## src/verilog/cse_pkg.sv

```systemverilog
`default_nettype none
package cse_pkg;

  // ****************************************************************
  // Widths
  // ****************************************************************
  localparam int unsigned CSE_DW         = 32;
  localparam int unsigned CSE_AW         = 32;
  localparam int unsigned CSE_BE_W       = 4;
  localparam int unsigned CSE_EV_W       = 4;
  localparam int unsigned CSE_OFS_W      = 12;
  localparam int unsigned CSE_SYNC_DEPTH = 2;

  typedef logic [CSE_EV_W-1:0]  cse_ev_t;
  typedef logic [CSE_OFS_W-1:0] cse_ofs_t;
  typedef logic [CSE_DW-1:0]    cse_word_t;

  // ****************************************************************
  // Register offsets from the socket base address
  // ****************************************************************
  localparam cse_ofs_t CSE_OFS_EVENT = 12'h000;
  localparam cse_ofs_t CSE_OFS_MASK  = 12'h004;
  localparam cse_ofs_t CSE_OFS_STATE = 12'h008;
  localparam cse_ofs_t CSE_OFS_FORCE = 12'h00c;
  localparam cse_ofs_t CSE_OFS_SETUP = 12'h010;
  localparam cse_ofs_t CSE_OFS_POWER = 12'h020;

  // ****************************************************************
  // Field positions of event, mask and live state
  // ****************************************************************
  localparam int unsigned CSE_BIT_CARD_STS = 0;
  localparam int unsigned CSE_BIT_DET_ONE  = 1;
  localparam int unsigned CSE_BIT_DET_TWO  = 2;
  localparam int unsigned CSE_BIT_PWR_CYC  = 3;
  localparam logic [1:0]  CSE_GATE_ON      = 2'h3;

  // ****************************************************************
  // Reset values
  // ****************************************************************
  localparam cse_ev_t   CSE_EVENT_RST = 4'h0;
  localparam cse_ev_t   CSE_MASK_RST  = 4'h0;
  localparam cse_word_t CSE_SETUP_RST = 32'h0000_0000;
  localparam cse_word_t CSE_POWER_RST = 32'h0000_0000;
  localparam cse_word_t CSE_STATE_FIX = 32'h3000_0000;
  localparam logic [2:0] CSE_FILL_RST = 3'h0;

endpackage
`default_nettype wire

```

## src/verilog/cse_pin_if.sv

```systemverilog
`timescale 1ns/1ns
`default_nettype none
interface cse_pin_if;
  import cse_pkg::*;

  cse_ev_t level;
  cse_ev_t rise;
  cse_ev_t fall;

  modport watch (output level, output rise, output fall);
  modport regs  (input level, input rise, input fall);

endinterface
`default_nettype wire

```

## src/verilog/cse_regs.sv

```systemverilog
`timescale 1ns/1ns
`default_nettype none
// Notes on behaviour
// - Five 32-bit socket registers per function, mapped in memory space.
// - Event 00h, mask 04h, state 08h, force 0Ch, setup 10h; 14h-1Ch reserved.
// - Each function decodes against its own base address.
// - Extra power-saving register at 20h, cleared only by global reset.
// - Context bits survive host bus reset while power events are enabled.
// - Writing 1 clears an event bit; writing 0 leaves it.
// - Writing 1 to the injector sets the matching event bit.
// - Host bus reset clears all event bits, subject to retention.
// - Leaving card reset re-sets events if status or detect still true.
// - Unmasked set event raises the status-change interrupt while enabled.
// - Event bits 31 to 4 read as zero.
// - Event bit 3 sets when the power cycle state changes.
// - Event bit 2 sets when detect two state changes.
// - Event bit 1 sets when detect one state changes.
// - CardBus card: event bit 0 sets on rising status-change edge only.
// - 16-bit card: event bit 0 sets on both status-change edges.
// - Mask gates only the interrupt; events still set.
// - Detect gate enables interrupts only at 11; 00 off, others reserved.
module cse_regs
  import cse_pkg::*;
(
  // Clock, enable and resets
  input  wire logic               CLK_SYS_I,
  input  wire logic               RESET_N_I,
  input  wire logic               CE_I,
  input  wire logic               HOST_BUS_RESET_N_I,
  // Power management and interrupt control
  input  wire logic               PME_ENABLE_I,
  input  wire logic               IRQ_ENABLE_I,
  // Card type and card reset
  input  wire logic               CARDBUS_CARD_I,
  input  wire logic               CARD_RESET_I,
  // Host memory access
  input  wire logic [cse_pkg::CSE_AW-1:0]   BASE_ADDR_I,
  input  wire logic                         MEM_SEL_I,
  input  wire logic                         MEM_WR_I,
  input  wire logic [cse_pkg::CSE_AW-1:0]   MEM_ADDR_I,
  input  wire logic [cse_pkg::CSE_BE_W-1:0] MEM_BE_I,
  input  wire logic [cse_pkg::CSE_DW-1:0]   MEM_WDATA_I,
  output var  logic [cse_pkg::CSE_DW-1:0]   MEM_RDATA_O,
  output var  logic                         MEM_ACK_O,
  // Socket pins
  input  wire logic               CARD_STS_CHG_PIN_I,
  input  wire logic               DETECT_ONE_PIN_I,
  input  wire logic               DETECT_TWO_PIN_I,
  input  wire logic               POWER_CYCLE_PIN_I,
  // Status-change interrupt
  output var  logic               CSC_IRQ_O
);
  import cse_pkg::*;

  // ****************************************************************
  // Offset decode
  // ****************************************************************
  function automatic logic reg_hit(input cse_ofs_t ofs, input cse_ofs_t tgt);
    reg_hit = (ofs[CSE_OFS_W-1:2] == tgt[CSE_OFS_W-1:2]);
  endfunction

  // ****************************************************************
  // Declarations
  // ****************************************************************
  cse_ev_t   change_flags_q;
  cse_ev_t   change_flags_d;
  cse_ev_t   irq_gate_q;
  cse_ev_t   irq_gate_d;
  cse_word_t setup_q;
  cse_word_t setup_d;
  cse_word_t power_q;
  cse_word_t power_d;
  cse_word_t rdata_q;
  logic      ack_q;
  logic      irq_q;
  logic      card_reset_q;

  cse_ev_t   pins;
  cse_ev_t   hw_set;
  cse_ev_t   force_set;
  cse_ev_t   sw_clear;
  cse_ev_t   rearm_set;
  cse_ev_t   gate_eff;
  cse_ev_t   live;
  logic      base_hit;
  logic      wr_acc;
  logic      rd_acc;
  cse_ofs_t  ofs;
  logic      hit_event;
  logic      hit_mask;
  logic      hit_state;
  logic      hit_force;
  logic      hit_setup;
  logic      hit_power;
  logic      ctx_clear;
  logic      card_leave_reset;
  logic      sts_change;
  logic      irq_d;
  cse_word_t state_word;
  cse_word_t rd_word;
  cse_word_t wr_bits;
  cse_word_t byte_mask;

  cse_pin_if pin_if ();

  // ****************************************************************
  // Pin synchronisation and edge detection
  // ****************************************************************
  assign pins[CSE_BIT_CARD_STS] = CARD_STS_CHG_PIN_I;
  assign pins[CSE_BIT_DET_ONE]  = DETECT_ONE_PIN_I;
  assign pins[CSE_BIT_DET_TWO]  = DETECT_TWO_PIN_I;
  assign pins[CSE_BIT_PWR_CYC]  = POWER_CYCLE_PIN_I;

  cse_pin_watch u_pin_watch (
    .clk_i   (CLK_SYS_I),
    .rst_n_i (RESET_N_I),
    .ce_i    (CE_I),
    .pins_i  (pins),
    .pin_if  (pin_if.watch)
  );

  assign live = pin_if.level;

  // ****************************************************************
  // Address decode
  // ****************************************************************
  // Window above the offset field must match this function's base
  assign base_hit = MEM_SEL_I &
    (MEM_ADDR_I[CSE_AW-1:CSE_OFS_W] == BASE_ADDR_I[CSE_AW-1:CSE_OFS_W]);
  assign ofs      = MEM_ADDR_I[CSE_OFS_W-1:0];
  assign wr_acc   = CE_I & base_hit & MEM_WR_I;
  assign rd_acc   = CE_I & base_hit & ~MEM_WR_I;

  assign hit_event = reg_hit(ofs, CSE_OFS_EVENT);
  assign hit_mask  = reg_hit(ofs, CSE_OFS_MASK);
  assign hit_state = reg_hit(ofs, CSE_OFS_STATE);
  assign hit_force = reg_hit(ofs, CSE_OFS_FORCE);
  assign hit_setup = reg_hit(ofs, CSE_OFS_SETUP);
  assign hit_power = reg_hit(ofs, CSE_OFS_POWER);

  // Byte lanes expanded to a bit mask
  genvar b;
  generate
    for (b = 0; b < CSE_BE_W; b++)
    begin : g_lane
      assign byte_mask[b*8 +: 8] = {8{MEM_BE_I[b]}};
    end
  endgenerate

  assign wr_bits = MEM_WDATA_I & byte_mask;

  // ****************************************************************
  // Event sources
  // ****************************************************************
  // Status change: rising only for CardBus, both edges for 16-bit
  assign sts_change = CARDBUS_CARD_I ?
    pin_if.rise[CSE_BIT_CARD_STS] :
    (pin_if.rise[CSE_BIT_CARD_STS] | pin_if.fall[CSE_BIT_CARD_STS]);

  assign card_leave_reset = CE_I & card_reset_q & ~CARD_RESET_I;

  // Status or detect still high on leaving card reset raises those events again
  assign rearm_set[CSE_BIT_CARD_STS] =
    card_leave_reset & live[CSE_BIT_CARD_STS];
  assign rearm_set[CSE_BIT_DET_ONE]  =
    card_leave_reset & live[CSE_BIT_DET_ONE];
  assign rearm_set[CSE_BIT_DET_TWO]  =
    card_leave_reset & live[CSE_BIT_DET_TWO];
  assign rearm_set[CSE_BIT_PWR_CYC]  = 1'b0;

  assign hw_set[CSE_BIT_CARD_STS] = sts_change;
  assign hw_set[CSE_BIT_DET_ONE]  =
    pin_if.rise[CSE_BIT_DET_ONE] | pin_if.fall[CSE_BIT_DET_ONE];
  assign hw_set[CSE_BIT_DET_TWO]  =
    pin_if.rise[CSE_BIT_DET_TWO] | pin_if.fall[CSE_BIT_DET_TWO];
  assign hw_set[CSE_BIT_PWR_CYC]  =
    pin_if.rise[CSE_BIT_PWR_CYC] | pin_if.fall[CSE_BIT_PWR_CYC];

  assign force_set = (wr_acc & hit_force) ?
    wr_bits[CSE_EV_W-1:0] : CSE_EVENT_RST;
  assign sw_clear  = (wr_acc & hit_event) ?
    wr_bits[CSE_EV_W-1:0] : CSE_EVENT_RST;

  // ****************************************************************
  // Context clearing
  // ****************************************************************
  // Host bus reset clears context only while power events are off
  assign ctx_clear = ~HOST_BUS_RESET_N_I & ~PME_ENABLE_I;

  // ****************************************************************
  // Next values
  // ****************************************************************
  assign change_flags_d = ctx_clear ? CSE_EVENT_RST :
    ((change_flags_q & ~sw_clear) | hw_set | rearm_set | force_set);

  assign irq_gate_d = ctx_clear ? CSE_MASK_RST :
    ((wr_acc & hit_mask) ?
      ((irq_gate_q & ~byte_mask[CSE_EV_W-1:0]) |
       wr_bits[CSE_EV_W-1:0]) :
      irq_gate_q);

  assign setup_d = ctx_clear ? CSE_SETUP_RST :
    ((wr_acc & hit_setup) ? ((setup_q & ~byte_mask) | wr_bits) : setup_q);

  // Global reset only, host bus reset has no effect here
  assign power_d = (wr_acc & hit_power) ?
    ((power_q & ~byte_mask) | wr_bits) : power_q;

  // ****************************************************************
  // Interrupt gating
  // ****************************************************************
  assign gate_eff[CSE_BIT_CARD_STS] = irq_gate_q[CSE_BIT_CARD_STS];
  assign gate_eff[CSE_BIT_PWR_CYC]  = irq_gate_q[CSE_BIT_PWR_CYC];
  // Detect pair passes only at the fully enabled code
  assign gate_eff[CSE_BIT_DET_ONE]  =
    (irq_gate_q[CSE_BIT_DET_TWO:CSE_BIT_DET_ONE] == CSE_GATE_ON);
  assign gate_eff[CSE_BIT_DET_TWO]  = gate_eff[CSE_BIT_DET_ONE];

  // Gate acts on the output only, flags update regardless
  assign irq_d = IRQ_ENABLE_I & |(change_flags_q & gate_eff);

  // ****************************************************************
  // Read data
  // ****************************************************************
  assign state_word = CSE_STATE_FIX | {{(CSE_DW-CSE_EV_W){1'b0}}, live};

  // Reserved offsets and holes read as zero
  assign rd_word =
    hit_event ? {{(CSE_DW-CSE_EV_W){1'b0}}, change_flags_q} :
    hit_mask  ? {{(CSE_DW-CSE_EV_W){1'b0}}, irq_gate_q} :
    hit_state ? state_word :
    hit_setup ? setup_q :
    hit_power ? power_q :
    32'h0000_0000;

  // ****************************************************************
  // Event and mask storage
  // ****************************************************************
  always_ff @(posedge CLK_SYS_I or negedge RESET_N_I)
  begin
    if (!RESET_N_I)
    begin
      change_flags_q <= CSE_EVENT_RST;
      irq_gate_q     <= CSE_MASK_RST;
    end
    else if (CE_I)
    begin
      change_flags_q <= change_flags_d;
      irq_gate_q     <= irq_gate_d;
    end
  end

  // ****************************************************************
  // Setup and power-saving storage
  // ****************************************************************
  always_ff @(posedge CLK_SYS_I or negedge RESET_N_I)
  begin
    if (!RESET_N_I)
    begin
      setup_q <= CSE_SETUP_RST;
      power_q <= CSE_POWER_RST;
    end
    else if (CE_I)
    begin
      setup_q <= setup_d;
      power_q <= power_d;
    end
  end

  // ****************************************************************
  // Card reset tracking
  // ****************************************************************
  always_ff @(posedge CLK_SYS_I or negedge RESET_N_I)
  begin
    if (!RESET_N_I)
    begin
      card_reset_q <= 1'b0;
    end
    else if (CE_I)
    begin
      card_reset_q <= CARD_RESET_I;
    end
  end

  // ****************************************************************
  // Bus answer and interrupt output
  // ****************************************************************
  always_ff @(posedge CLK_SYS_I or negedge RESET_N_I)
  begin
    if (!RESET_N_I)
    begin
      rdata_q <= 32'h0000_0000;
      ack_q   <= 1'b0;
      irq_q   <= 1'b0;
    end
    else if (CE_I)
    begin
      ack_q   <= base_hit;
      rdata_q <= rd_acc ? rd_word : 32'h0000_0000;
      irq_q   <= irq_d;
    end
  end

  assign MEM_RDATA_O = rdata_q;
  assign MEM_ACK_O   = ack_q;
  assign CSC_IRQ_O   = irq_q;

endmodule
`default_nettype wire

```

## src/verilog/cse_pin_watch.sv

```systemverilog
`timescale 1ns/1ns
`default_nettype none
module cse_pin_watch
  import cse_pkg::*;
(
  // Clock and reset
  input  wire logic          clk_i,
  input  wire logic          rst_n_i,
  input  wire logic          ce_i,
  // Raw socket pins
  input  wire cse_pkg::cse_ev_t pins_i,
  // Synchronised levels and edges
  cse_pin_if.watch           pin_if
);

  // ****************************************************************
  // Two-stage synchroniser and previous level
  // ****************************************************************
  cse_ev_t    meta_q;
  cse_ev_t    sync_q;
  cse_ev_t    prev_q;
  logic [2:0] fill_q;
  logic       armed;

  always_ff @(posedge clk_i or negedge rst_n_i)
  begin
    if (!rst_n_i)
    begin
      meta_q <= CSE_EVENT_RST;
      sync_q <= CSE_EVENT_RST;
      prev_q <= CSE_EVENT_RST;
      fill_q <= CSE_FILL_RST;
    end
    else if (ce_i)
    begin
      meta_q <= pins_i;
      sync_q <= meta_q;
      prev_q <= sync_q;
      fill_q <= {fill_q[1:0], 1'b1};
    end
  end

  // Edges are held off until the pipeline holds real pin samples
  assign armed = fill_q[2];

  genvar g;
  generate
    for (g = 0; g < CSE_EV_W; g++)
    begin : g_edge
      assign pin_if.rise[g] = armed & ce_i & sync_q[g] & ~prev_q[g];
      assign pin_if.fall[g] = armed & ce_i & ~sync_q[g] & prev_q[g];
    end
  endgenerate

  assign pin_if.level = sync_q;

endmodule
`default_nettype wire

```

## config.mk

```make
export PLATFORM = sky130hd
export DESIGN_NAME = cse_regs
export DESIGN_NICKNAME = d
export VERILOG_FILES = /design/src/verilog/cse_pkg.sv /design/src/verilog/cse_pin_if.sv /design/src/verilog/cse_regs.sv /design/src/verilog/cse_pin_watch.sv
export SDC_FILE = /design/constraint.sdc
export NUM_CORES = 1
export LEC_CHECK = 0
export BUFFER_PORTS_ARGS = -buffer_cell sky130_fd_sc_hd__buf_2
export CAP_MARGIN = 10
export CORE_MARGIN = 10
export CORE_UTILIZATION = 50
export CTS_BUF_LIST = sky130_fd_sc_hd__clkbuf_4 sky130_fd_sc_hd__clkbuf_8
export DETAILED_ROUTE_END_ITERATION = 12
export PLACE_DENSITY = 0.86
export SETUP_SLACK_MARGIN = 0.2
export SLEW_MARGIN = 20
export SYNTH_ARGS = -nofsm -noshare
export SYNTH_HDL_FRONTEND = slang
export SYNTH_SLANG_ARGS = --single-unit
```

## constraint.sdc

```tcl
create_clock -name CLK_SYS_I -period 2.85 [get_ports CLK_SYS_I]
set_input_delay 0.285 -clock CLK_SYS_I [delete_from_list [all_inputs] [get_ports CLK_SYS_I]]
set_output_delay 0.285 -clock CLK_SYS_I [all_outputs]
set_load 0.02 [all_outputs]
```

# Yosys cells after proc, flatten, opt, wreduce, memory -nomap -nowiden
# Cells that the tools add are included.
# op_classes
n_eq_ne,7
n_mux,14
bitwise_logic,64
reduce_logical,7
# ops
cell,count
two-way mux 32 bit,8
AND 32 bit,3
OR 32 bit,2
AND 1 bit,33
inverter 32 bit,1
"equality test 10 x 2 -> 1 bit, second input constant",2
equality test 20 bit,1
two-way mux 4 bit,5
AND 4 bit,3
inverter 1 bit,12
OR 4 bit,3
"equality test 10 x 1 -> 1 bit, second input constant",1
"equality test 10 x 3 -> 1 bit, second input constant",1
"equality test 10 x 4 -> 1 bit, second input constant",1
zero test 10 bit,1
inverter 4 bit,2
AND reduction 2 bit,3
OR 1 bit,4
OR 4 x 3 -> 4 bit,1
nonzero test 2 bit,2
OR reduction 4 bit,1
"equality test 2 bit, second input constant",1
two-way mux 1 bit,1
# word_totals
reg_bits,122
input_bits,114
output_inout_bits,34
word_cells,104

# Depth between registers and ports, before layout
# Gate-level depths: netlist of run 1.
# depth
word_depth,12
mapped_depth,8

# By module
# A second synthesis of run 1 with hierarchy kept.
# unflattened
hier_cells,500
hier_area_um2,5791.8
# modules_own_cells
module,instances,cells_each,area_each_um2,seq_area_each_um2
cse_regs,1,460,5149.9,2677.6
cse_pin_watch,1,40,641.9,375.4

# Worst setup path before layout of run 1
# Ideal clock, no wire load.
# synth_timing
path_kind,in2reg
startpoint,input MEM_ADDR_I[7] (netlist bit)
endpoint,register (tool-made name)
arrival_ns,2.234
setup_slack_ns,0.491
stages,5
n_path_buf,1
path_cell_list,or4_1 -> or4_1 -> buf_2 -> nor4_4 -> mux2_2
# synth_rtl
item,line_no,rtl
from (decl),cse_regs.sv:40,"input wire logic [cse_pkg::CSE_AW-1:0] MEM_ADDR_I,"

==> results of run 1 <==
## what timing repair did
item / 4_1_cts / 5_1_grt
hold buffers: 1 / 0
gates resized for setup: 0 / 0
endpoints found under the hold margin: 35 / 0
buffers inserted: 0 / 0
endpoints found under the setup margin: 0 / 0
## stage by stage
stage	instances	util
6_report	763	0.625
5_1_grt	763	0.625
4_1_cts	763	0.625
3_5_place_dp	730	0.587
3_3_place_gp	730	0.587
2_1_floorplan	472	-
## report_power, final
group          switching (µW)  total (µW)  internal [µW]
clock network             690        1530            839
registers                36.5        1800           1770
logic                     166         299            133
total                     893        3630           2740
## final cells by class
cell class              count  area [µm²]  share of cell area
multi-input cells         284        2220               0.327
repair buffers            144         778               0.115
flip-flops and latches    122        3050               0.451
clock buffers              21         277              0.0408
clock inverters            11         120              0.0177
inverters                  41         154              0.0227
well taps                 140         175              0.0259
## critical path, stage by stage
cell	delay, ps
buf_2	100
or4_1	560
or4_1	610
nor2_2	270
buf_12	220
nand3_2	240
mux2_2	360
## cells by family after synthesis
kind of cell              after synthesis
and+or+nand+nor                        76
buffers and inverters                  66
muxes                                  48
DFF                                   122
AOI/OAI and AO/OA                     137
xor gates and xnor gates               23
## layer usage
layer  vias up  routed length, µm
li1       2038                  -
met1      2259               6270
met2       158               7840
met3        26                895
met4         0                310
met5         -                  0
## worst paths after layout
check | slack, ps | start | depth (start not counted) | to
max reg2reg | 1570 | u_pin_watch.pin_if.level[2] | 4 | change_flags_q[2]
min reg2reg | 470 | u_pin_watch.fill_q[0] | 1 | u_pin_watch.fill_q[0]
min | 80 | CARD_STS_CHG_PIN_I | 2 | u_pin_watch.meta_q[0]
min in group asynchronous | 360 | RESET_N_I | 2 | u_pin_watch.meta_q[1]
max in group asynchronous | 1660 | RESET_N_I | 3 | MEM_RDATA_O[27]
max | 520 | MEM_ADDR_I[7] | 7 | flop
## placed cells by master (no fill, tap or decap), drive strengths merged, types with 6 or more instances in the layout
cell type / instances
xnor2: 12
nand2: 15
nor2: 7
nand4: 6
xor2: 11
inv: 42
o21ai: 13
buf: 143
o22ai: 36
a22o: 33
nand3: 13
nor4: 6
a22oi: 33
mux2: 47
nor2b: 7
clkbuf: 21
dfrtp: 122
==> metrics.md, run 1 <==
| Metric | Value |
|---|---|
| First-pass GRT wire length | 24.8 mm |
| Clock Latency Late Sink | 440 ps |
| Synth Area in Simple Gates | 0.0839 |
| GPL Wtd Cong | 0.894 |
| Status | finished, final reports clean |
| Port bufs | 133 |
| Final setup margin | 521 ps |
| Share of synthesized area spent on multiplexers | 0.0975 |
| Worst hold margin | 76.1 ps |
| Setup crit end kind | flop |
| Max cap viols | 0 |
| Post-Syn Area per Cell | 11.7 µm² |
| FMAX | 429 MHz |
| Prevailing post-synth register cell | dfrtp_1 |
| Dominant cell type by area after synthesis | dfrtp_1 |
| Met1 usage | 0.228 |
| N_diodes | 0 |
| Tcrit/Tclk final | 0.817 |
| EDFF count, synth | 0 |
| I/O pins | 148 |
| CTS sink cnt | 122 |
| Vias | 4481 |
| Setup TNS | 0 ps |
| Slew of the pin with the lowest slew margin | 1010 ps |
| Startpoint Class | input port |
| Clock tree buffer depth | 2 |
| Final setup viols | 0 |
| Routed len/inst | 20.1 µm |
| CP Class | input port to flop |
| Synthesis-to-finish area growth | 22.5% |
| Placed cell area | 6370 µm² |
| Share of layout cells above drive strength 1 | 0.372 |
| Total grt overflow | 0 |
| Vias in the first global route | 4817 |
| Core area | 10800 µm² |
| Xor/xnor cell area share of the yosys netlist | 0.0364 |
| Post-Syn Area | 5530 µm² |
| Pre-CTS setup slack | 73.8 ps |
| Fill count | 916 |
| Pwr Density | 536 nW/µm² |
| Register area share after synthesis | 0.552 |
| Count leader, synth | dfrtp_1 |
| Antenna viol nets, final | 0 |
| CP arrival | 2650 ps |
| Die W | 125 µm |
| H-tree depth | 4 |
| Fin. Hold Viols | 0 |
| Post-layout min period | 2330 ps |
| Met3 usage | 0.0473 |
| Hold Crit Class | input port to flop |
| Die Ht | 125 µm |
| Reg clk slew, reported paths | 70 ps |
| Detailed Place HPWL | 11.0 mm |
| RSZ-0062 raised after global routing | false |
| CTS tree | built |
| Tot Pwr | 3630 µW |
| Relative slew slack | 0.330 |
| Maximum VDD drop | 395 µV |
| Met2 usage | 0.331 |
| Full die area | 15700 µm² |
| Largest cells by area after synthesis | dfrtp_1 55%, mux2_2 9.6%, a22o_1 5.2% |
| Largest net degree at the start of global routing | 88 |
| Root buf cell | clkbuf_8 |
| NumNets Final | 724 |
| Total CTS buffers | 17 |
| Worst Skew | 8.94 ps |
| Post-Layout Inst Area | 6780 µm² |
| Synth top area share | 0.552 |
| GRT Util Overall | 0.193 |
| Post-synth top cells | 122 x dfrtp_1, 47 x mux2_2, 41 x inv_1 |
| Num rows | 38 |
| Critical path required time | 3170 ps |
| Pleak | 0.00316 µW |
| Initial Util | 0.510 |
| Largest family of logic cells by synthesized area | compound AO/OA/AOI/OAI gates |
| Drc violations | 0 |
| Post-synth net total | 586 |
| Synth Area in Adders | 0 |
| TritonRoute pass-1 iters | 5 |
| Yosys cell types | 47 |
| Yosys reg bits | 122 |
| Synth Area in Compound Gates | 0.183 |
| Fraction of registers with async set/reset | 1.00 |
| Busiest grt layer | met2 |
| Vias per inst | 5.87 |
| Warnings from Yosys | 0 |
| Final Max Tran Viols | 0 |
| DR iter-0 viols | 334 |
| Antenna violations before repair | 0 |
| Worst-path fanout max | 26 |
| Routed Wire Length | 15.3 mm |
| Post-Syn Instances | 472 |
Note: power is estimated with default switching activity, not from simulation.
==> run 2: changes to the inputs <==
clock period = 2.4 ns   (was 2.85 ns; I/O delays follow)
==> run 2 against run 1 <==
- via count is 1.7% higher
- sequential share of layout area is 1.2 points lower
- routed wire length hardly changed
- non-clock buffer count is 16 higher
- total power is 18% higher
==> metrics.md, run 2 (synthesized netlist as in run 1, its figures left out) <==
| Metric | Value |
|---|---|
| Core area | 10800 µm² (unchanged) |
| Vias in the first global route | 4792 (-0.52%) |
| Antenna violations before repair | 1 (+1) |
| Psw | 1030 µW (+15%) |
| Die Ht | 125 µm (unchanged) |
| NumNets Final | 740 (+2.2%) |
| Worst-path fanout max | 8 (-69%) |
| Critical path required time | 2710 ps (-460 ps) |
| FMAX | 490 MHz |
| Detailed Place HPWL | 11.4 mm (+3.2%) |
| Drc violations | 0 (unchanged) |
| Placed Cells | 746 (+2.2%) |
| Num rows | 38 (unchanged) |
| Largest net degree at the start of global routing | 55 (-38%) |
| RSZ-0062 raised after global routing | false |
| TritonRoute pass-1 iters | 6 (+1) |
| Fill count | 857 (-6.4%) |
| Commonest non-fill, non-tap cell in the layout | buf_2 |
| Routed len/inst | 19.6 µm (-2.2%) |
| Hold Crit Class | input port to flop |
| Total CTS buffers | 17 (unchanged) |
| Root buf cell | clkbuf_8 |
| Max cap viols | 0 (unchanged) |
| Full die area | 15700 µm² (unchanged) |
| Share of layout cells above drive strength 1 | 0.397 (+0.0251) |
| Die W | 125 µm (unchanged) |
| CP arrival | 2350 ps (-300 ps) |
| DR iter-0 viols | 436 (+31%) |
| CP Class | input port to flop |
| CTS sink cnt | 122 (unchanged) |
| Fin. Hold Viols | 0 (unchanged) |
| Initial Util | 0.510 (unchanged) |
| GPL Wtd Cong | 0.967 (+8.2%) |
| CTS tree | built |
| Final non-filler cell total | 780 (+2.2%) |
| Tot Pwr | 4270 µW (+18%) |
| Setup TNS | 0 ps (unchanged) |
| Antenna viol nets, final | 0 (unchanged) |
| Final setup viols | 0 (unchanged) |
| Sequential group share of total power | 0.501 (+0.004) |
| Port bufs | 133 (unchanged) |
| First-pass GRT wire length | 25.0 mm (+0.75%) |
| # resized after CTS | 0 (unchanged) |
| Maximum VDD drop | 429 µV (+8.6%) |
| Routed Wire Length | 15.3 mm (about the same) |
| Placed cell area | 6560 µm² (+2.9%) |
| Vias | 4557 (+1.7%) |
| Worst Skew | 9.82 ps (+0.874 ps) |
| Final Util | 0.642 (+0.0174) |
| Switching share of power | 0.241 (-0.00517) |
| H-tree depth | 4 (unchanged) |
| Total grt overflow | 0 (unchanged) |
| Most frequent cells in the layout | 132 x buf_2, 122 x dfrtp_1, 47 x mux2_2 |
| Clock tree buffer depth | 2 (unchanged) |
| I/O pins | 148 (unchanged) |
| Hold_buf cts | 1 (unchanged) |
| Tcrit/Tclk final | 0.851 |
| Vias per inst | 5.84 (-0.52%) |
| Postcts setup bufs | 0 (unchanged) |
| Final Max Tran Viols | 0 (unchanged) |
| Post-Layout Inst Area | 6960 µm² (+2.8%) |
| Setup crit end kind | flop |
| Synthesis-to-finish area growth | 25.9% |
| Pwr Density | 614 nW/µm² (+14%) |
| Status | finished, final reports clean |
| Pleak | 0.00328 µW (+3.8%) |
| Clock power share | 0.410 (-0.011) |
| Startpoint Class | input port |
| Reg clk slew, reported paths | 70 ps (about the same) |
| GRT Util Overall | 0.196 (+0.00281) |
| Relative slew slack | 0.500 (+0.170) |
| Clock Latency Late Sink | 430 ps (about the same) |
| Combinational power share | 0.088 (+0.006) |
| Post-layout min period | 2040 ps |
| Slew of the pin with the lowest slew margin | 747 ps (-258 ps) |
| Internal power | 3250 µW (+18%) |
==> run 2: metrics by stage <==
stage	worst slack [ps]	hold WS, ps
2_1_floorplan	218	-55.6
3_3_place_gp	-55.6	225
3_5_place_dp	-116	237
4_1_cts	356	7.48
5_1_grt	249	17.0
6_report	358	36.4
==> run 2: power by group through the flow <==
stage               registers (µW)  logic, µW  clock network, µW
global route                  2150        416               1880
floorplan                     2170        178                  0
CTS                           2140        376               1780
global placement              2180        359                  0
detailed placement            2180        374                  0
finish                        2140        377               1750
==> run 2: worst max-delay path, stage by stage <==
cell and delay [ps]:
buf_2 90, or4_1 550, or4_1 500, nor2_2 350, nand3_2 270, mux2_2 350
==> run 2: worst paths after layout <==
path | startpoint | endpoint | slack (ps) | cells after the start
setup / recovery | MEM_ADDR_I[7] | flop | 360 | 6
hold / removal | DETECT_ONE_PIN_I | u_pin_watch.meta_q[1] | 40 | 2
setup reg to reg | irq_gate_q[2] | MEM_RDATA_O[2] | 1070 | 6
hold reg to reg | u_pin_watch.fill_q[0] | u_pin_watch.fill_q[0] | 460 | 1
max in group asynchronous | RESET_N_I | MEM_RDATA_O[31] | 1300 | 3
min in group asynchronous | RESET_N_I | u_pin_watch.meta_q[1] | 310 | 2
==> run 2: per-layer routing <==
metal / track usage / wire length (µm)
met5: 0 / 0
met4: 0.0935 / 461
met3: 0.0465 / 845
met2: 0.320 / 7690
met1: 0.240 / 6320
==> run 2: area by class of cell <==
class / instances / area (µm²) / area share
clock inverter: 4 / 28.8 / 0.00413
inverter: 41 / 154 / 0.0221
tap: 140 / 175 / 0.0252
antenna: 1 / 2.50 / 0.000359
clock buffer: 28 / 367 / 0.0526
sequential: 122 / 3050 / 0.438
timing repair buffer: 160 / 898 / 0.129
multi-input combinational: 284 / 2290 / 0.328
